==> src/include/sbc_defines.svh <==
/*
  Constants of the operating-mode controller: timing, register map,
  field positions and bus answers.
  Assumes a 100 MHz clock and a 32-bit AXI4-Lite register bus.
*/
`ifndef SBC_DEFINES_SVH
`define SBC_DEFINES_SVH

// ----------------------------------------------------------------
// Timing
// ----------------------------------------------------------------
`define CLK_PERIOD_NS 10
`define RESET_DELAY_A_NS 10000
`define RESET_DELAY_B_NS 20000
`define STRAP_FILTER_NS 200
`define RESET_DELAY_A_CYC ((`RESET_DELAY_A_NS + `CLK_PERIOD_NS - 1) / `CLK_PERIOD_NS)
`define RESET_DELAY_B_CYC ((`RESET_DELAY_B_NS + `CLK_PERIOD_NS - 1) / `CLK_PERIOD_NS)
`define STRAP_FILTER_CYC ((`STRAP_FILTER_NS + `CLK_PERIOD_NS - 1) / `CLK_PERIOD_NS)
`define DELAY_W 12
`define FILT_W 5

// ----------------------------------------------------------------
// Register map and fields
// ----------------------------------------------------------------
`define ADDR_W 8
`define ADDR_CTRL 8'h00
`define ADDR_STAT 8'h04
`define CTRL_MODE 1:0
`define CTRL_OV_RST 2
`define CTRL_AUX_EN 3
`define FRAME 15:0
`define MODE_CODE_NORMAL 2'h0
`define MODE_CODE_SLEEP 2'h1
`define MODE_CODE_STOP 2'h2
`define MODE_CODE_SOFT_RESET 2'h3
`define SEL_CTRL 2'h0
`define SEL_STAT 2'h1
`define SEL_NONE 2'h2
`define RESP_OKAY 2'h0
`define RESP_SLVERR 2'h2

`endif

==> src/include/sbc_pkg.sv <==
/*
  Types of the operating-mode controller.
  Assumes nothing beyond a SystemVerilog compiler.
*/
package sbc_pkg;

  // ----------------------------------------------------------------
  // Operating modes
  // ----------------------------------------------------------------
  typedef enum logic [2:0]
  {
    MODE_INIT = 3'b000,
    MODE_NORMAL = 3'b001,
    MODE_STOP = 3'b010,
    MODE_SLEEP = 3'b011,
    MODE_RESTART = 3'b100,
    MODE_FAILSAFE = 3'b101
  } op_mode_t;

endpackage

==> src/include/strap_if.sv <==
/*
  Carrier between the mode controller and the strap filter.
  Assumes one clock domain shared by both ends.
*/
`timescale 1ns/1ps
`default_nettype none

interface strap_if;
  logic pin; // Raw strap level
  logic filter_on; // Filter runs while reset output is low
  logic filt_valid; // A stable value has been seen
  logic filt_value; // Last stable value

  modport ctrl (output pin, output filter_on, input filt_valid, input filt_value);
  modport filt (input pin, input filter_on, output filt_valid, output filt_value);
endinterface

`default_nettype wire

==> src/strap_filter.sv <==
/*
  Filter on the configuration strap pin, running only while filter_on is high.
  Assumes the pin is synchronous to clk.
*/
`timescale 1ns/1ps
`default_nettype none
`include "sbc_defines.svh"

module strap_filter (
  input wire logic clk, // 100 MHz clock
  input wire logic resetn, // Synchronous reset, active low
  strap_if.filt strap // Pin in, filtered value out
);

  logic last_pin;
  logic [`FILT_W-1:0] stable_cnt;
  logic valid;
  logic value;
  logic next_last_pin;
  logic [`FILT_W-1:0] next_stable_cnt;
  logic next_valid;
  logic next_value;

  // ----------------------------------------------------------------
  // Filter
  // ----------------------------------------------------------------
  // A level counts only after it stood for the whole filter time;
  // the last stable value survives glitchy periods
  always_comb
  begin
    next_last_pin = strap.pin;
    next_stable_cnt = stable_cnt;
    next_valid = valid;
    next_value = value;
    if (!strap.filter_on || strap.pin != last_pin)
    begin
      next_stable_cnt = '0;
    end
    else if (stable_cnt == `FILT_W'(`STRAP_FILTER_CYC - 1))
    begin
      next_valid = 1'b1;
      next_value = last_pin;
    end
    else
    begin
      next_stable_cnt = stable_cnt + `FILT_W'(1);
    end
  end

  // No filtered value yet means config 0
  always_ff @(posedge clk)
  begin
    if (!resetn)
    begin
      last_pin <= 1'b0;
      stable_cnt <= '0;
      valid <= 1'b0;
      value <= 1'b0;
    end
    else
    begin
      last_pin <= next_last_pin;
      stable_cnt <= next_stable_cnt;
      valid <= next_valid;
      value <= next_value;
    end
  end

  assign strap.filt_valid = valid;
  assign strap.filt_value = value;

endmodule

`default_nettype wire

==> src/operating_mode_field_fsm.sv <==
/*
  Operating-mode state machine with its AXI4-Lite register slave.
  Assumes synchronous pins, one 100 MHz clock, and a watchdog, supplies
  and transceiver outside that obey the enables driven here.
*/
// The AXI4-Lite interface to the registers and the placing of the registers were chosen for this implementation.
`timescale 1ns/1ps
`default_nettype none
`include "sbc_defines.svh"

module operating_mode_field_fsm (
  input wire logic clk, // 100 MHz clock
  input wire logic resetn, // Power-on reset, active low
  input wire logic [`ADDR_W-1:0] awaddr, // Write address
  input wire logic awvalid, // Write address valid
  output logic awready, // Write address ready
  input wire logic [31:0] wdata, // Write data
  input wire logic [3:0] wstrb, // Write strobes
  input wire logic wvalid, // Write data valid
  output logic wready, // Write data ready
  output logic [1:0] bresp, // Write response
  output logic bvalid, // Write response valid
  input wire logic bready, // Write response ready
  input wire logic [`ADDR_W-1:0] araddr, // Read address
  input wire logic arvalid, // Read address valid
  output logic arready, // Read address ready
  output logic [31:0] rdata, // Read data
  output logic [1:0] rresp, // Read response
  output logic rvalid, // Read data valid
  input wire logic rready, // Read data ready
  input wire logic wake_can, // Bus wake event
  input wire logic wake_input, // Wake pin event
  input wire logic sense_input, // Sense pin wake event
  input wire logic wake_gpio, // GPIO wake event
  input wire logic watchdog_fail, // Watchdog failure pulse
  input wire logic main_uv, // Main supply undervoltage
  input wire logic main_ov, // Main supply overvoltage
  input wire logic overtemp, // Overtemperature present
  input wire logic dev_select_pin, // Development-select level
  input wire logic config_strap_irq_pin, // Strap level
  output logic reset_out_n, // Controller reset, active low
  output logic strap_pulldown_en, // Weak pull-down on strap pin
  output logic main_supply_out, // Main supply enable
  output logic aux_supply_out, // Aux supply enable
  output logic low_power, // Reduced consumption request
  output logic can_force_normal, // Transceiver forced normal
  output logic watchdog_stop, // Watchdog counter frozen
  output logic wd_long_window_start, // Long open window start pulse
  output logic [2:0] op_mode // Current operating mode
);

  // ----------------------------------------------------------------
  // Declarations
  // ----------------------------------------------------------------
  sbc_pkg::op_mode_t state, next_state;
  logic [`DELAY_W-1:0] delay_cnt, next_delay_cnt;
  logic next_reset_out_n, cfg_strap, next_cfg_strap, dev_mode, next_dev_mode;
  logic [1:0] mode_field, next_mode_field;
  logic ov_restart_en, next_ov_restart_en, aux_en, next_aux_en;
  logic wd_start, next_wd_start, ot_prev;
  logic aw_got, next_aw_got, w_got, next_w_got;
  logic [`ADDR_W-1:0] waddr_q, next_waddr_q;
  logic [31:0] wdata_q, next_wdata_q;
  logic wstrb0_q, next_wstrb0_q;
  logic next_bvalid, next_rvalid;
  logic [1:0] next_bresp, next_rresp;
  logic [31:0] next_rdata;
  logic wr_do, wr_ctrl, wake_any, fail_now;
  sbc_pkg::op_mode_t fail_mode;
  strap_if strap ();

  // Address decode shared by both channels
  function automatic logic [1:0] addr_sel(input logic [`ADDR_W-1:0] a);
    if (a == `ADDR_CTRL)
      return `SEL_CTRL;
    else if (a == `ADDR_STAT)
      return `SEL_STAT;
    return `SEL_NONE;
  endfunction

  // Response to a watchdog or overvoltage fault follows the strap
  function automatic sbc_pkg::op_mode_t fault_target(input logic cfg);
    return cfg ? sbc_pkg::MODE_RESTART : sbc_pkg::MODE_FAILSAFE;
  endfunction

  strap_filter u_strap (
    .clk(clk),
    .resetn(resetn),
    .strap(strap.filt)
  );

  // Strap filter watches the pin only while reset output is low
  assign strap.pin = config_strap_irq_pin;
  assign strap.filter_on = !reset_out_n;
  assign strap_pulldown_en = !reset_out_n;

  // ----------------------------------------------------------------
  // Register bus
  // ----------------------------------------------------------------
  // Address and data are taken in either order; the write acts once both are held
  assign awready = !aw_got;
  assign wready = !w_got;
  assign arready = !rvalid;
  assign wr_do = aw_got && w_got && !bvalid;
  assign wr_ctrl = wr_do && addr_sel(waddr_q) == `SEL_CTRL && wstrb0_q;

  always_comb
  begin
    next_aw_got = aw_got;
    next_w_got = w_got;
    next_waddr_q = waddr_q;
    next_wdata_q = wdata_q;
    next_wstrb0_q = wstrb0_q;
    next_bvalid = bvalid && !bready;
    next_bresp = bresp;
    next_rvalid = rvalid && !rready;
    next_rdata = rdata;
    next_rresp = rresp;
    if (awvalid && awready)
    begin
      next_aw_got = 1'b1;
      next_waddr_q = awaddr;
    end
    if (wvalid && wready)
    begin
      next_w_got = 1'b1;
      next_wdata_q = wdata;
      next_wstrb0_q = wstrb[0];
    end
    if (wr_do)
    begin
      next_aw_got = 1'b0;
      next_w_got = 1'b0;
      next_bvalid = 1'b1;
      next_bresp = addr_sel(waddr_q) == `SEL_NONE ? `RESP_SLVERR : `RESP_OKAY;
    end
    if (arvalid && arready)
    begin
      next_rvalid = 1'b1;
      next_rresp = `RESP_OKAY;
      unique case (addr_sel(araddr))
        `SEL_CTRL: next_rdata = {28'h0000000, aux_en, ov_restart_en, mode_field};
        `SEL_STAT: next_rdata = {24'h000000, 1'b0, strap.filt_valid, reset_out_n,
                                 dev_mode, cfg_strap, state};
        default:
        begin
          next_rdata = 32'h00000000;
          next_rresp = `RESP_SLVERR;
        end
      endcase
    end
  end

  always_ff @(posedge clk)
  begin
    if (!resetn)
    begin
      aw_got <= 1'b0;
      w_got <= 1'b0;
      waddr_q <= '0;
      wdata_q <= 32'h00000000;
      wstrb0_q <= 1'b0;
      bvalid <= 1'b0;
      bresp <= `RESP_OKAY;
      rvalid <= 1'b0;
      rdata <= 32'h00000000;
      rresp <= `RESP_OKAY;
    end
    else
    begin
      aw_got <= next_aw_got;
      w_got <= next_w_got;
      waddr_q <= next_waddr_q;
      wdata_q <= next_wdata_q;
      wstrb0_q <= next_wstrb0_q;
      bvalid <= next_bvalid;
      bresp <= next_bresp;
      rvalid <= next_rvalid;
      rdata <= next_rdata;
      rresp <= next_rresp;
    end
  end

  // ----------------------------------------------------------------
  // Mode machine
  // ----------------------------------------------------------------
  assign wake_any = wake_can || wake_input || sense_input || wake_gpio;
  // Frozen watchdog cannot fail, so development mode never sees it
  assign fail_now = (watchdog_fail && !dev_mode) || main_uv || overtemp
                    || (main_ov && ov_restart_en);
  always_comb
  begin
    if (overtemp)
      fail_mode = sbc_pkg::MODE_FAILSAFE;
    else if (main_uv)
      fail_mode = sbc_pkg::MODE_RESTART;
    else
      fail_mode = fault_target(cfg_strap);
  end

  always_comb
  begin
    next_state = state;
    next_delay_cnt = delay_cnt == '0 ? delay_cnt : delay_cnt - `DELAY_W'(1);
    next_reset_out_n = reset_out_n;
    next_cfg_strap = cfg_strap;
    next_dev_mode = dev_mode;
    next_mode_field = mode_field;
    next_ov_restart_en = ov_restart_en;
    next_aux_en = aux_en;
    next_wd_start = 1'b0;
    unique case (state)
      sbc_pkg::MODE_INIT:
      begin
        // Wake events are ignored here
        if (!reset_out_n)
        begin
          if (delay_cnt == '0)
          begin
            next_reset_out_n = 1'b1;
            next_wd_start = 1'b1;
            next_cfg_strap = strap.filt_valid && strap.filt_value;
            next_dev_mode = dev_select_pin;
          end
        end
        else if (fail_now)
          next_state = sbc_pkg::MODE_RESTART;
        else if (wr_do)
          next_state = sbc_pkg::MODE_NORMAL;
      end
      sbc_pkg::MODE_NORMAL, sbc_pkg::MODE_STOP:
      begin
        if (fail_now)
          next_state = fail_mode;
        else if (wr_ctrl)
        begin
          next_mode_field = wdata_q[`CTRL_MODE];
          next_ov_restart_en = wdata_q[`CTRL_OV_RST];
          next_aux_en = wdata_q[`CTRL_AUX_EN];
          unique case (wdata_q[`CTRL_MODE])
            `MODE_CODE_NORMAL: next_state = sbc_pkg::MODE_NORMAL;
            `MODE_CODE_SLEEP: next_state = sbc_pkg::MODE_SLEEP;
            `MODE_CODE_STOP: next_state = sbc_pkg::MODE_STOP;
            `MODE_CODE_SOFT_RESET:
            begin
              // No lock bits exist, so every field takes its soft-reset value
              next_state = sbc_pkg::MODE_INIT;
              next_mode_field = `MODE_CODE_NORMAL;
              next_ov_restart_en = 1'b0;
              next_aux_en = 1'b0;
            end
          endcase
        end
      end
      sbc_pkg::MODE_SLEEP:
      begin
        if (wake_any)
          next_state = sbc_pkg::MODE_RESTART;
      end
      sbc_pkg::MODE_RESTART:
      begin
        if (delay_cnt == '0 && !main_uv)
        begin
          next_state = sbc_pkg::MODE_NORMAL;
          next_reset_out_n = 1'b1;
          next_wd_start = 1'b1;
          next_cfg_strap = strap.filt_valid && strap.filt_value;
        end
      end
      sbc_pkg::MODE_FAILSAFE:
      begin
        if (wake_any || (ot_prev && !overtemp))
          next_state = sbc_pkg::MODE_RESTART;
      end
      default:
        next_state = sbc_pkg::MODE_INIT;
    endcase
    // Restart entry: reset low, delay loaded, field cleared
    if (next_state == sbc_pkg::MODE_RESTART && state != sbc_pkg::MODE_RESTART)
    begin
      next_reset_out_n = 1'b0;
      next_mode_field = `MODE_CODE_NORMAL;
      next_delay_cnt = (state == sbc_pkg::MODE_SLEEP || state == sbc_pkg::MODE_FAILSAFE)
                       ? `DELAY_W'(`RESET_DELAY_B_CYC) : `DELAY_W'(`RESET_DELAY_A_CYC);
    end
    // Fail-safe keeps the controller in reset since its supply is gone
    if (next_state == sbc_pkg::MODE_FAILSAFE || next_state == sbc_pkg::MODE_SLEEP)
      next_reset_out_n = 1'b0;
  end

  // Power-on reset forces init with the first reset delay running
  always_ff @(posedge clk)
  begin
    if (!resetn)
    begin
      state <= sbc_pkg::MODE_INIT;
      delay_cnt <= `DELAY_W'(`RESET_DELAY_A_CYC);
      reset_out_n <= 1'b0;
      cfg_strap <= 1'b0;
      dev_mode <= 1'b0;
      mode_field <= `MODE_CODE_NORMAL;
      ov_restart_en <= 1'b0;
      aux_en <= 1'b0;
      wd_start <= 1'b0;
      ot_prev <= 1'b0;
    end
    else
    begin
      state <= next_state;
      delay_cnt <= next_delay_cnt;
      reset_out_n <= next_reset_out_n;
      cfg_strap <= next_cfg_strap;
      dev_mode <= next_dev_mode;
      mode_field <= next_mode_field;
      ov_restart_en <= next_ov_restart_en;
      aux_en <= next_aux_en;
      wd_start <= next_wd_start;
      ot_prev <= overtemp;
    end
  end

  // ----------------------------------------------------------------
  // Mode outputs
  // ----------------------------------------------------------------
  // Decoded from the state register, dev_mode, aux_en and wd_start
  assign main_supply_out = state != sbc_pkg::MODE_SLEEP
                           && state != sbc_pkg::MODE_FAILSAFE;
  assign low_power = state == sbc_pkg::MODE_STOP;
  assign aux_supply_out = dev_mode || (aux_en && main_supply_out);
  assign can_force_normal = dev_mode;
  assign watchdog_stop = dev_mode;
  assign wd_long_window_start = wd_start;
  assign op_mode = state;
endmodule

`default_nettype wire

==> config.mk <==
export PLATFORM = sky130hd
export DESIGN_NAME = operating_mode_field_fsm
export DESIGN_NICKNAME = d
export VERILOG_FILES = /design/src/include/sbc_pkg.sv /design/src/include/strap_if.sv /design/src/strap_filter.sv /design/src/operating_mode_field_fsm.sv
export VERILOG_INCLUDE_DIRS = /design/src /design/src/include
export SDC_FILE = /design/constraint.sdc
export NUM_CORES = 1
export LEC_CHECK = 0
export BUFFER_PORTS_ARGS = -buffer_cell sky130_fd_sc_hd__buf_2
export CORE_ASPECT_RATIO = 1.1
export CORE_MARGIN = 5
export CORE_UTILIZATION = 52
export DETAILED_ROUTE_END_ITERATION = 8
export GPL_ROUTABILITY_DRIVEN = 0
export GPL_TIMING_DRIVEN = 0
export PLACE_DENSITY_LB_ADDON = 0.1
export SYNTH_ARGS = -nofsm -noshare
export SYNTH_HDL_FRONTEND = slang
export SYNTH_HIERARCHICAL = 1
export SYNTH_SLANG_ARGS = --single-unit
==> constraint.sdc <==
create_clock -name clk -period 3.8 [get_ports clk]
set_input_delay 0.19 -clock clk [delete_from_list [all_inputs] [get_ports clk]]
set_output_delay 0.19 -clock clk [all_outputs]
set_load 0.1 [all_outputs]
Word level (Yosys, flattened, before mapping)
Index checks and enable logic that the tools add are counted.
Operators by class
  multiplexer cells: 50
  multipliers: 0
  equality and inequality tests: 24
  add/subtract/negate cells: 2
  divide/modulo/power cells: 0
  shifts and indexed selects: 0
  reduce and logical (&&, ||, !) cells: 57
  order comparisons: 0
  bitwise gates (word level): 4
Operator list (number)
  $mux W12: 2
  $mux W2: 12
  $mux W3: 8
  $mux W1: 21
  $logic_and A1 B1 Y1: 17
  $eq A8 B3 Y1 const B: 2
  $logic_not A8 Y1: 2
  $pmux W3 S5: 1
  $pmux W7 S2: 1
  $eq A3 B3 Y1 const B: 4
  $logic_not A12 Y1: 1
  $pmux W3 S4: 1
  $sub A12 B1 Y12 const B: 1
  $logic_or A1 B1 Y1: 11
  $mux W11: 1
  $logic_not A1 Y1: 10
  $reduce_or A2 Y1: 5
  $eq A3 B2 Y1 const B: 3
  $eq A2 B2 Y1 const B: 3
  $logic_not A2 Y1: 3
  $ne A2 B2 Y1 const B: 3
  $ne A3 B3 Y1 const B: 2
  $pmux W1 S2: 3
  $reduce_and A3 Y1: 2
  other kinds (13): 18
Word-level totals
  register bits: 85
  bits in latches: 0
  ROM bits: 0
  memories: 0
  logic and storage cells: 161
  output and inout bits: 52
  bits of input ports: 69
  bits in writable memories: 0

Depth between registers and ports, before layout
Gate-level depths: netlist (run 1).
  word-level depth: 13
  depth in mapped cells: 8
  gate-level depth less buffers: 8

Hierarchy
The synthesis (run 1) kept the hierarchy.
Modules (own cells, without submodules)
  operating_mode_field_fsm: times used 1, cells an instance 300, seq. area each 1001.0 um^2, area each 2632.5 um^2
  strap_filter: times used 1, cells an instance 33, seq. area each 160.2 um^2, area each 340.3 um^2

Least setup slack after synthesis (run 1)
Ideal clock, no wire load.
  path kind: reg2out
  from: reg state[1], in the netlist op_mode[1]
  to: out aux_supply_out
  data arrival time: 4.458 ns
  path slack: -0.848 ns
  stages on the path, launching flop included: 5
  buffers on the path: 1
  cells stage by stage: dfxtp_1 buf_4 nor2b_1 o21ai_0 a21o_1
On the way
  word-level cells in the longest chain between the ends: 4
  elaborated cells on any way between the ends: 5
  those cells by class: eq/ne: 2; reduce/logical: 3
Ends and longest elaborated chain
  start, declared: RTL line operating_mode_field_fsm.sv:55  | sbc_pkg::op_mode_t state, next_state;
  start signal, assigned: RTL line operating_mode_field_fsm.sv:296  | state <= sbc_pkg::MODE_INIT;
  start signal, assigned: RTL line operating_mode_field_fsm.sv:309  | state <= next_state;
  $ne A3 B2 Y1 / $ne A3 B3 Y1 (equally long branches): RTL line operating_mode_field_fsm.sv:326, operating_mode_field_fsm.sv:327
  $logic_and A1 B1 Y1 (*): RTL line operating_mode_field_fsm.sv:327  | && state != sbc_pkg::MODE_FAILSAFE;
  net main_supply_out: RTL line operating_mode_field_fsm.sv:43  | output logic main_supply_out,
  $logic_and A1 B1 Y1 (*): RTL line operating_mode_field_fsm.sv:329  | assign aux_supply_out = dev_mode || (aux_en && main_supply_out);
  $logic_or A1 B1 Y1 (*): RTL line operating_mode_field_fsm.sv:329
  end, declared: RTL line operating_mode_field_fsm.sv:44  | output logic aux_supply_out,
Mark *: on every way through the listed nets, which the timed path passes. The rest lies on a longest branch.

Worst setup path in the final report (run 1)
  from: reg delay_cnt[2]
  to: reg cfg_strap
On the way
  word-level cells in the longest chain between the ends: 4
  elaborated cells on any way between the ends: 5
  those cells by class: eq/ne: 2; reduce/logical: 3
Ends and longest elaborated chain
  start, declared: RTL line operating_mode_field_fsm.sv:56  | logic [`DELAY_W-1:0] delay_cnt, next_delay_cnt;
  start signal, assigned: RTL line operating_mode_field_fsm.sv:297  | delay_cnt <= `DELAY_W'(`RESET_DELAY_A_CYC);
  start signal, assigned: RTL line operating_mode_field_fsm.sv:310  | delay_cnt <= next_delay_cnt;
  $logic_not A12 Y1 (*): RTL line operating_mode_field_fsm.sv:218, operating_mode_field_fsm.sv:262
  $logic_and A1 B1 Y1: RTL line operating_mode_field_fsm.sv:262  | if (delay_cnt == '0 && !main_uv)
  $ne A2 B2 Y1 (no source line)
  $reduce_and A4 Y1 (no source line) (*)
  end signal, assigned: RTL line operating_mode_field_fsm.sv:312  | cfg_strap <= next_cfg_strap;
  end, declared: RTL line operating_mode_field_fsm.sv:57  | logic next_reset_out_n, cfg_strap, next_cfg_strap, dev_mode, next_dev_mode;
Mark *: on every way between the ends. The rest lies on a longest branch, timed or not.
A chain may end at the register's enable or synchronous reset.

==> results of run 1 <==
## worst register-to-register path, cell delays in order (launching register included)
cell and delay [ns]:
dfxtp_1 0.34, nor4_1 0.46, nand4b_1 0.30, a2111oi_0 0.76, nand2_1 0.17, nand2_1 0.10
a21oi_1 0.06
## worst max-delay path by stage
stage / start / endpoint / slack [ns]
final: delay_cnt[2]$_SDFFE_PN0P_ / cfg_strap$_SDFFE_PN0P_ / 1.47
after global routing: delay_cnt[2]$_SDFFE_PN0P_ / cfg_strap$_SDFFE_PN0P_ / 1.22
after floorplan: op_mode[1]$_SDFF_PN0_ / aux_supply_out / 0.02
after global placement: delay_cnt[2]$_SDFFE_PN0P_ / delay_cnt[1]$_SDFFE_PN0P_ / 1.48
after CTS: delay_cnt[2]$_SDFFE_PN0P_ / delay_cnt[1]$_SDFFE_PN0P_ / 1.42
after detailed placement: delay_cnt[2]$_SDFFE_PN0P_ / delay_cnt[1]$_SDFFE_PN0P_ / 1.45
## layout make-up
| type | instances | area, sq um |
|---|---|---|
| Buffer | 40 | 282 |
| Clock buffer | 10 | 138 |
| Tap cell | 75 | 93.8 |
| Inverter | 14 | 52.6 |
| Clock inverter | 6 | 41.3 |
| Sequential cell | 58 | 1160 |
| Timing Repair Buffer | 61 | 305 |
| Fill cell | 520 | 1820 |
| Multi-Input combinational cell | 247 | 1580 |
## per-stage QoR
| step | setup WS, ns | cells | cell area (sq um) |
|---|---|---|---|
| floorplan | 0.0209 | 359 | 3070 |
| global placement | 1.48 | 495 | 3470 |
| detailed placement | 1.45 | 495 | 3470 |
| CTS | 1.42 | 511 | 3650 |
| global route | 1.22 | 511 | 3650 |
| finish | 1.47 | 511 | 3650 |
## placed cells by master, fill, tap and decap left out, drive strengths merged, types with 4 or more instances in the layout
cell type,instances
nor4,7
o21ai,7
buf,94
nand2,19
nand4b,4
xnor2,8
and2,4
clkbuf,17
dfxtp,58
inv,14
nor2b,8
mux2,5
a21oi,10
nand3,9
xor2,8
nand2b,4
nor3,6
mux2i,15
ha,8
nor2,50
a22oi,4
conb,27
## kinds of logic after synthesis
| group | count (synthesis) |
|---|---|
| simple gates | 130 |
| flops | 58 |
| buf+inv | 54 |
| compound gates | 46 |
| mux | 20 |
| xor+xnor | 16 |
| fa+ha+maj | 8 |
| other cells | 1 |
## cell usage after synthesis (all sizes together) (2+ instances only)
| master | number |
|---|---|
| nand3 | 9 |
| or3 | 2 |
| o211ai | 2 |
| nand3b | 3 |
| mux2i | 15 |
| ha | 8 |
| a41o | 2 |
| nand4 | 3 |
| o21ai | 7 |
| and3 | 2 |
| a211oi | 3 |
| clkbuf | 7 |
| nor4 | 7 |
| nor2b | 8 |
| a32oi | 3 |
| buf | 33 |
| mux2 | 5 |
| inv | 13 |
| nor3 | 6 |
| xor2 | 8 |
| and2 | 4 |
| a21oi | 10 |
| nand2b | 4 |
| nor2 | 50 |
| or3b | 2 |
| dfxtp | 58 |
| xnor2 | 8 |
| a22oi | 4 |
| nand4b | 4 |
| nand2 | 19 |
## per-layer routing
metal / global-route usage [%] / wire length (um) / vias to the layer above
li1: - / - / 1294
met1: 21.4 / 2780 / 1124
met2: 36.0 / 3620 / 49
met3: 4.33 / 361 / 4
met4: 8.16 / 51 / 0
met5: 0 / 0 / -
## sequential cells by signal, summed over array words and instances, names as in the netlist, 2 cells and up
name / flops
u_strap/stable_cnt: 5
rdata: 7
waddr_q: 8
delay_cnt: 12
wdata_q: 4
mode_field: 2
op_mode: 3
## power by group through the flow
stage / Sequential, uW / Clock (uW) / Combinational (uW)
final: 652 / 501 / 301
after global routing: 655 / 551 / 322
after CTS: 652 / 515 / 301
after detailed placement: 666 / 0 / 300
after global placement: 664 / 0 / 297
after floorplan: 681 / 0 / 236
==> run_results.csv, run 1 <==
group,metric,value,unit
run_status,status,"finished, final reports clean",
worst_setup_path,timing.rr.start,"delay_cnt[2]$_SDFFE_PN0P_",
synth,synth_fa_ha_area_share,3.37,%
global_routing,grt_pass1_vias,2346,
global_routing,grt_first_pass_wirelength,10700,um
sta,fin_crit,2.33,ns
power,p_switching,489,uW
synth,synth_flop_cell,"dfxtp_1",
worst_setup_path,r2r-end,"cfg_strap$_SDFFE_PN0P_",
sta,setup_violations,0,
synth,ys_seq_elements,58,
synth,yosys.area_share.simple,23.0,%
power,p_per_area,398,nW/um^2
synth,synth.avg_cell_area,8.93,sq um
sta,slew_viol_final,0,
worst_setup_path,r2r_slack,1.47,ns
floorplan,initial_core_util,54.4,%
final_layout,areaGrowthSynthToFinish,22.7,%
clock_tree,h-tree-depth,3,
clock_tree,clk_pin_slew_worst_paths,0.07,ns
drt,drc,0,
global_routing,grt_overflow,0,
synth,synth_top_area_share,39.1,%
sta,setup_tns,0,ns
power,total_power,1450,uW
synth,ys_seq_area_share,39.1,%
clock_tree,clkLatencyLatePin,0.33,ns
worst_setup_path,worst-path-stages,6,
min_path,hold_path_class,"input pin to flip-flop",
floorplan,pin_count,121,
sta,final.setup_skew,0.00682,ns
worst_setup_path,critPathMostFrequentCell,"nand2_1",
synth,synth_edf_count,0,
clock_tree,cts-hold-fix-buffers,0,
min_path,min_from,"rready",
place,portBuffers,61,
synth,syn_inst,333,
global_routing,grt_use_total,19.5,%
drt,first_iter_violations,96,
final_layout,n_antenna_cell,0,
clock_tree,cts_resized,0,
clock_tree,cts_tree,"yes",
synth,synth_top_family_by_area,"simple AND/OR/NAND/NOR gates",
floorplan,die_w,82.1,um
min_path,hold_end,"rvalid$_SDFF_PN0_",
worst_setup_path,crit_family,"simple AND/OR/NAND/NOR gates",
clock_tree,cts_buffers,9,
worst_setup_path,critical_path_buf_inv_count,0,
worst_setup_path,critPathKind,"flip-flop to flip-flop",
sta,grt_setup_unrepaired,"no",
global_routing,grt_max_degree,12,
worst_setup_path,cp_slowest_cell,"a2111oi_0",
synth,synth_warnings,6,
power,seq_power_share,44.8,%
floorplan,row_count,28,
synth,synth_top_area_cell,"dfxtp_1",
final_layout,fin_nets,508,
synth,syn-cell-area,2970,sq um
drt,wl_per_cell,13.3,um
global_routing,grt_antenna_before_repair,0,
clock_tree,cts_root_buffer,"clkbuf_8",
synth,synth_xor_area_share,4.71,%
drt,vias_per_cell,4.84,
sta,finalHoldViolations,0,
synth,muxShareOfSynthArea,6.94,%
final_layout,drive_gt1_share,29.4,%
floorplan,fp.dieH,89.3,um
worst_setup_path,path_max_fanout,4,
sta,whs,0.0356,ns
place,dp_hpwl,5370,um
synth,yosys.cell_types.count,63,
synth,synth_async_sr_flop_share,0,%
power,p_int,964,uW
power,pwr-share-clk,34.5,%
worst_setup_path,path_cells,"nor4_1 -> nand4b_1 -> a2111oi_0 -> nand2_1 -> nand2_1 -> a21oi_1",
worst_setup_path,slowest_delay,0.76,ns
worst_setup_path,cp-start-kind,"flip-flop",
job,max-cap-violations,0,
drt,vias,2471,
worst_setup_path,reg2regPathDepth,6,
worst_setup_path,required,3.99,ns
synth,ys_top_cells_by_area,"dfxtp_1 (39%), buf_4 (7.8%), nor2_1 (6.3%)",
floorplan,core,5470,sq um
sta,relSlewSlack,19.3,%
clock_tree,cts_buffer_depth,2,
drt,drt_pass1_iterations,4,
power,p_leak,0.00167,uW
clock_tree,clkSinkCount,58,
worst_setup_path,crit_path_end_kind,"flip-flop",
sta,fmaxAchievable,429,MHz
clock_tree,cts_setup_buffers,0,
min_path,whs_path_depth,2,
synth,synth_compound_area_share,11.5,%
drt,ant_nets,0,
final_layout,postLayoutCoreUtil,66.8,%
worst_setup_path,arrival,2.52,ns
drt,totalWireLength,6810,um
sta,period_share,61.4,%
power,p_comb_share,20.7,%
power,p_sw_share,33.7,%
floorplan,dieArea,7330,sq um
power,ir_worst_vdd,0.280,mV
sta,worstMarginPinSlew,1.20,ns
Power figures use the tool's default switching activity.
==> run 2: changes to the inputs <==
ABC_AREA = 1   (was not set)
CORE_UTILIZATION = 49   (was 52)
clock period = 2.15 ns   (was 3.8 ns; I/O delays follow)
==> run 2 against run 1 <==
  * Sequential cell count did not move
  * Critical path depth rose by 5
  * Utilization fell by 3.9 points
  * First-iteration DRC count fell by 4.2%
  * Final cell count rose by 19%
  * Combinational power rose by 120%
  * Wire length rose by 1.7%
  * Critical path type unchanged
  * Worst setup slack got worse by 1.1 ns
  * Non-clock buffer count rose by 1
  * Largest cell class unchanged
==> run_results.csv, run 2 <==
group,metric,value,unit
run_status,status,"finished, final reports clean",
job,max-cap-violations,0,
drt,drt_pass1_iterations,4,
power,p_leak,0.00190,uW
power,seq_power_share,42.3,%
clock_tree,clkSinkCount,58,
final_layout,largest_register_ff_count,12,
final_layout,top_regs,"delay_cnt x12, waddr_q x8, rdata x7",
synth,syn_inst,416,
min_path,hold_path_class,"input pin to flip-flop",
final_layout,fin_nets,600,
synth,synth_most_common_cell,"nand2_1",
global_routing,grt_pass1_vias,2827,
floorplan,dieArea,7840,sq um
clock_tree,clk_pin_slew_worst_paths,0.07,ns
worst_setup_path,path_cells,"inv_1 -> ha_1 -> or2_2 -> nand3_1 -> nand3_1 -> nand2_1 -> nand3_4 -> nand2_4 -> inv_4 -> nand2_2 -> nor2_2",
drt,wl_per_cell,11.4,um
synth,synth_edf_count,0,
clock_tree,cts_setup_buffers,0,
floorplan,pin_count,121,
global_routing,grt_first_pass_wirelength,12000,um
final_layout,fillers,601,
drt,vias_per_cell,4.68,
final_layout,final_common_cell,"nand2_1",
power,p_per_area,727,nW/um^2
final_layout,postLayoutCoreUtil,62.9,%
drt,first_iter_violations,92,
synth,ys_seq_area_share,38.4,%
floorplan,row_count,30,
power,p_sw_share,35.1,%
worst_setup_path,crit_path_end_kind,"flip-flop",
sta,finalHoldViolations,0,
worst_setup_path,critPathKind,"flip-flop to flip-flop",
synth,synth_top_area_cell,"dfxtp_1",
synth,synth.avg_cell_area,7.26,sq um
clock_tree,cts_root_buffer,"clkbuf_8",
global_routing,grt_antenna_before_repair,0,
final_layout,areaGrowthSynthToFinish,26.5,%
synth,synth_top_area_share,38.4,%
synth,synth_async_sr_flop_share,0,%
sta,fin_crit,1.82,ns
clock_tree,cts_buffers,9,
power,ir_worst_vdd,0.406,mV
power,p_int,1810,uW
synth,synth_flop_cell,"dfxtp_1",
sta,setup_violations,0,
sta,final.setup_skew,0.00535,ns
power,p_switching,975,uW
floorplan,core,6080,sq um
clock_tree,clkLatencyLatePin,0.33,ns
power,pwr-share-clk,33.5,%
final_layout,top_register,"delay_cnt",
floorplan,die_w,84.9,um
sta,worstMarginPinSlew,0.528,ns
sta,fmaxAchievable,550,MHz
worst_setup_path,path_max_fanout,7,
clock_tree,cts_buffer_depth,2,
drt,drc,0,
final_layout,final_cell_mix,"nand2_1 (67), buf_2 (62), nor2_1 (61)",
synth,synth_commonest_cells,"nand2_1 (67), nor2_1 (62), dfxtp_1 (58), inv_1 (49), o21ai_0 (34)",
place,dp_hpwl,5390,um
floorplan,initial_core_util,49.7,%
worst_setup_path,critPathMostFrequentCell,"nand3_1",
synth,ys_seq_elements,58,
worst_setup_path,cp-start-kind,"flip-flop",
floorplan,fp.dieH,92.4,um
power,total_power,2780,uW
final_layout,drive_gt1_share,27.1,%
worst_setup_path,crit_family,"simple AND/OR/NAND/NOR gates",
clock_tree,cts_resized,0,
final_layout,n_antenna_cell,0,
worst_setup_path,cp_slowest_cell,"dfxtp_1",
global_routing,grt_max_degree,11,
worst_setup_path,required,2.37,ns
drt,vias,2844,
clock_tree,cts-hold-fix-buffers,8,
worst_setup_path,arrival,2.04,ns
sta,slew_viol_final,0,
worst_setup_path,critical_path_buf_inv_count,2,
sta,grt_setup_unrepaired,"no",
clock_tree,cts_tree,"yes",
sta,relSlewSlack,64.8,%
drt,ant_nets,0,
drt,totalWireLength,6920,um
synth,synth_warnings,6,
global_routing,grt_overflow,0,
power,p_comb_share,24.2,%
global_routing,grt_use_total,18.9,%
sta,period_share,84.6,%
place,portBuffers,62,
synth,ys_top_cells_by_area,"dfxtp_1 (38%), nand2_1 (8.3%), nor2_1 (7.7%)",
synth,syn-cell-area,3020,sq um
clock_tree,h-tree-depth,3,
worst_setup_path,slowest_delay,0.38,ns
synth,yosys.cell_types.count,39,
sta,setup_tns,0,ns
[run 2: cell type report]
cell class	count	area (sq um)	share of cell area, %
multi-input cells	295	1520	39.9
flip-flops and latches	58	1170	30.6
inverters	57	224	5.86
repair buffers	70	390	10.2
well taps	80	100	2.62
plain buffers	32	225	5.89
clock inverters	4	25.0	0.655
clock buffers	12	165	4.32
[run 2: final timing paths]
path	startpoint	to	slack, ns	cells after the start
setup / recovery	wdata_q[0]$_SDFFE_PN0P_	reset_out_n$_SDFFE_PP0P_	0.33	11
hold reg to reg	waddr_q[0]$_SDFFE_PN0P_	waddr_q[0]$_SDFFE_PN0P_	0.45	2
setup reg to reg	wdata_q[0]$_SDFFE_PN0P_	reset_out_n$_SDFFE_PP0P_	0.33	11
hold / removal	awaddr[1]	waddr_q[1]$_SDFFE_PN0P_	0.01	3
[run 2: stage by stage]
stage	worst slack, ns	std cells	area (sq um)	hold slack [ns]
after floorplan	-0.284	442	3140	0.199
after global placement	0.355	584	3550	0.297
after detailed placement	0.341	584	3550	0.313
after CTS	0.313	608	3820	0.00630
after global routing	0.174	608	3820	0.00578
final	0.332	608	3820	0.0105
[run 2: metal layers]
metal | wire length (um) | up-vias | global-route usage [%]
met4 | 160 | 0 | 8.84
met5 | 0 | - | 0
met3 | 444 | 13 | 4.63
li1 | - | 1480 | -
met2 | 3490 | 69 | 33.8
met1 | 2830 | 1282 | 20.7
[run 2: cells by family (layout without fill, tap and decap cells)]
family,count (synthesis),after routing,share of synthesized area [%]
simple gates,184,184,28.5
buf+inv,89,175,14.6
compound gates,64,64,11.5
flops,58,58,38.4
xor+xnor,12,12,3.48
fa+ha+maj,8,8,3.31
other cells,1,27,0.124
[run 2: worst reg2reg max path, delay by kind of cell, from the launching register on]
kind	cells	cell delay (ns)
buf+inv	2	0.16
fa+ha+maj	1	0.19
flops	1	0.38
simple gates	8	0.99
[run 2: power by group through the flow]
stage	clock network, uW	registers (uW)	logic [uW]
after floorplan	0	1290	464
after global placement	0	1200	655
after detailed placement	0	1200	661
after CTS	953	1180	675
after global routing	995	1180	731
final	931	1180	673
==> run 3: changes to the inputs <==
clock period = 1.7 ns   (was 2.15 ns; I/O delays follow)
==> run 3 against run 2 <==
  * Critical path depth shrank 1
  * Utilization grew 3.9 points
  * Register-to-register slack worse by 0.31 ns
  * Via count increased by 0.11%
  * Clock power increased by 40%
  * Maximum frequency rose by 8.0%
  * First-iteration DRC count is 22% higher
  * Worst setup slack got worse by 0.31 ns
  * Critical endpoint is now delay_cnt[3]$_SDFFE_PN1P_
  * Largest power group unchanged
  * Highest routed layer unchanged
==> run_results.csv, run 3 (same netlist as run 2, synthesis figures left out) <==
group,metric,value,unit
place,dp_cells,584,
clock_tree,clk_pin_slew_worst_paths,0.06,ns
place,portBuffers,62,
sta,grt_setup_unrepaired,"yes",
job,max-cap-violations,0,
clock_tree,clkSinkCount,58,
global_routing,grt_use_total,18.5,%
sta,slew_viol_final,0,
floorplan,row_count,30,
final_layout,drive_gt1_share,32.8,%
drt,vias_per_cell,4.62,
power,ir_worst_vdd,0.595,mV
min_path,hold_path_class,"input pin to flip-flop",
drt,totalWireLength,7360,um
worst_setup_path,critPathKind,"flip-flop to flip-flop",
floorplan,fp.dieH,92.4,um
global_routing,grt_antenna_before_repair,0,
final_layout,fin_nets,609,
final_layout,register_area,1180,sq um
worst_setup_path,cp-start-kind,"flip-flop",
floorplan,pin_count,121,
drt,wl_per_cell,12.0,um
drt,ant_nets,0,
global_routing,grt_overflow,0,
final_layout,n_antenna_cell,0,
floorplan,dieArea,7840,sq um
final_layout,multi_input_area,1630,sq um
sta,final.setup_skew,0.0104,ns
floorplan,core,6080,sq um
sta,relSlewSlack,63.8,%
clock_tree,cts_root_buffer,"clkbuf_8",
final_layout,postLayoutCoreUtil,66.8,%
final_layout,areaGrowthSynthToFinish,34.4,%
sta,worstMarginPinSlew,0.544,ns
drt,vias,2847,
final_layout,top_regs,"delay_cnt x12, waddr_q x8, rdata x7",
worst_setup_path,arrival,1.88,ns
worst_setup_path,required,1.90,ns
power,p_leak,0.00198,uW
final_layout,top_register,"delay_cnt",
sta,fin_crit,1.68,ns
sta,whs,0.0104,ns
run_status,status,"finished, final reports clean",
clock_tree,h-tree-depth,3,
sta,fmaxAchievable,594,MHz
global_routing,grt_max_degree,11,
final_layout,fin_cells,616,
clock_tree,cts_buffers,9,
worst_setup_path,path_max_fanout,7,
clock_tree,cts_tree,"yes",
drt,drt_pass1_iterations,4,
floorplan,initial_core_util,49.7,%
final_layout,final_common_cell,"nand2_1",
global_routing,grt_pass1_vias,2611,
place,dp_hpwl,5430,um
drt,first_iter_violations,112,
global_routing,grt_first_pass_wirelength,11600,um
sta,finalHoldViolations,0,
clock_tree,cts_buffer_depth,2,
final_layout,fillers,568,
sta,setup_violations,0,
final_layout,final_cell_mix,"nand2_1 (62), buf_2 (61), nor2_1 (58)",
floorplan,die_w,84.9,um
final_layout,largest_register_ff_count,12,
drt,drc,0,
power,p_per_area,911,nW/um^2
clock_tree,clkLatencyLatePin,0.33,ns
worst_setup_path,crit_path_end_kind,"flip-flop",
sta,period_share,99.0,%
==> run 3: area by class of cell <==
| class | instances | area share [%] |
|---|---|---|
| Tap cell | 80 | 2.47 |
| Multi-Input combinational cell | 295 | 40.2 |
| Inverter | 57 | 5.70 |
| Clock buffer | 15 | 5.15 |
| Timing Repair Buffer | 79 | 11.5 |
| Sequential cell | 58 | 29.1 |
| Buffer | 32 | 5.79 |
==> run 3: routing by layer <==
metal	GRT usage (%)	vias to the layer above	wire, um
met5	0	-	0
met4	7.92	0	108
met3	4.63	12	384
met2	32.4	63	3850
met1	21.1	1273	3030
li1	-	1499	-
==> run 3: worst max-delay path, cell delays in order, from the launching register on <==
cell and delay (ns):
dfxtp_2 0.33, inv_2 0.09, ha_4 0.13, inv_2 0.03
nor2_1 0.08, nand3_1 0.12, nor3_4 0.38, buf_4 0.19
o21ai_0 0.08, nand2_1 0.08, nand2_1 0.05
==> run 3: report_power, final <==
part | total [uW] | internal [uW] | leakage (uW) | switching, uW
Combinational | 908 | 235 | 0.00140 | 672
Clock | 1300 | 781 | 0.000106 | 522
Sequential | 1490 | 1430 | 0.000481 | 54.9
==> run 3: final timing paths <==
kind                             startpoint                         to  slack [ns]  cells past startpoint
setup / recovery  delay_cnt[1]$_SDFFE_PN0P_  delay_cnt[3]$_SDFFE_PN1P_        0.02                     10
hold / removal                       wvalid         w_got$_SDFFE_PP0P_        0.01                      3
hold reg to reg     waddr_q[0]$_SDFFE_PN0P_    waddr_q[0]$_SDFFE_PN0P_        0.45                      2
setup reg to reg  delay_cnt[1]$_SDFFE_PN0P_  delay_cnt[3]$_SDFFE_PN1P_        0.02                     10
==> run 3: through the flow <==
step | area [sq um] | setup slack (ns) | TNS [ns] | power, uW
floorplan | 3190 | -0.301 | -4.67 | 2230
finish | 4060 | 0.0166 | 0 | 3700
detailed placement | 3600 | -0.120 | -0.521 | 2360
CTS | 3940 | -0.00842 | -0.00842 | 3670
global placement | 3600 | -0.0827 | -0.162 | 2350
global route | 4060 | -0.0873 | -0.374 | 3860
==> run 3: repair_timing <==
action,4_1_cts,5_1_grt
setup buffers,1,5
hold buffers,11,0
cloned,0,0
pin swaps,4,7
setup endpoints to repair,17,20
hold endpoints to repair,11,0
resized for setup,6,26
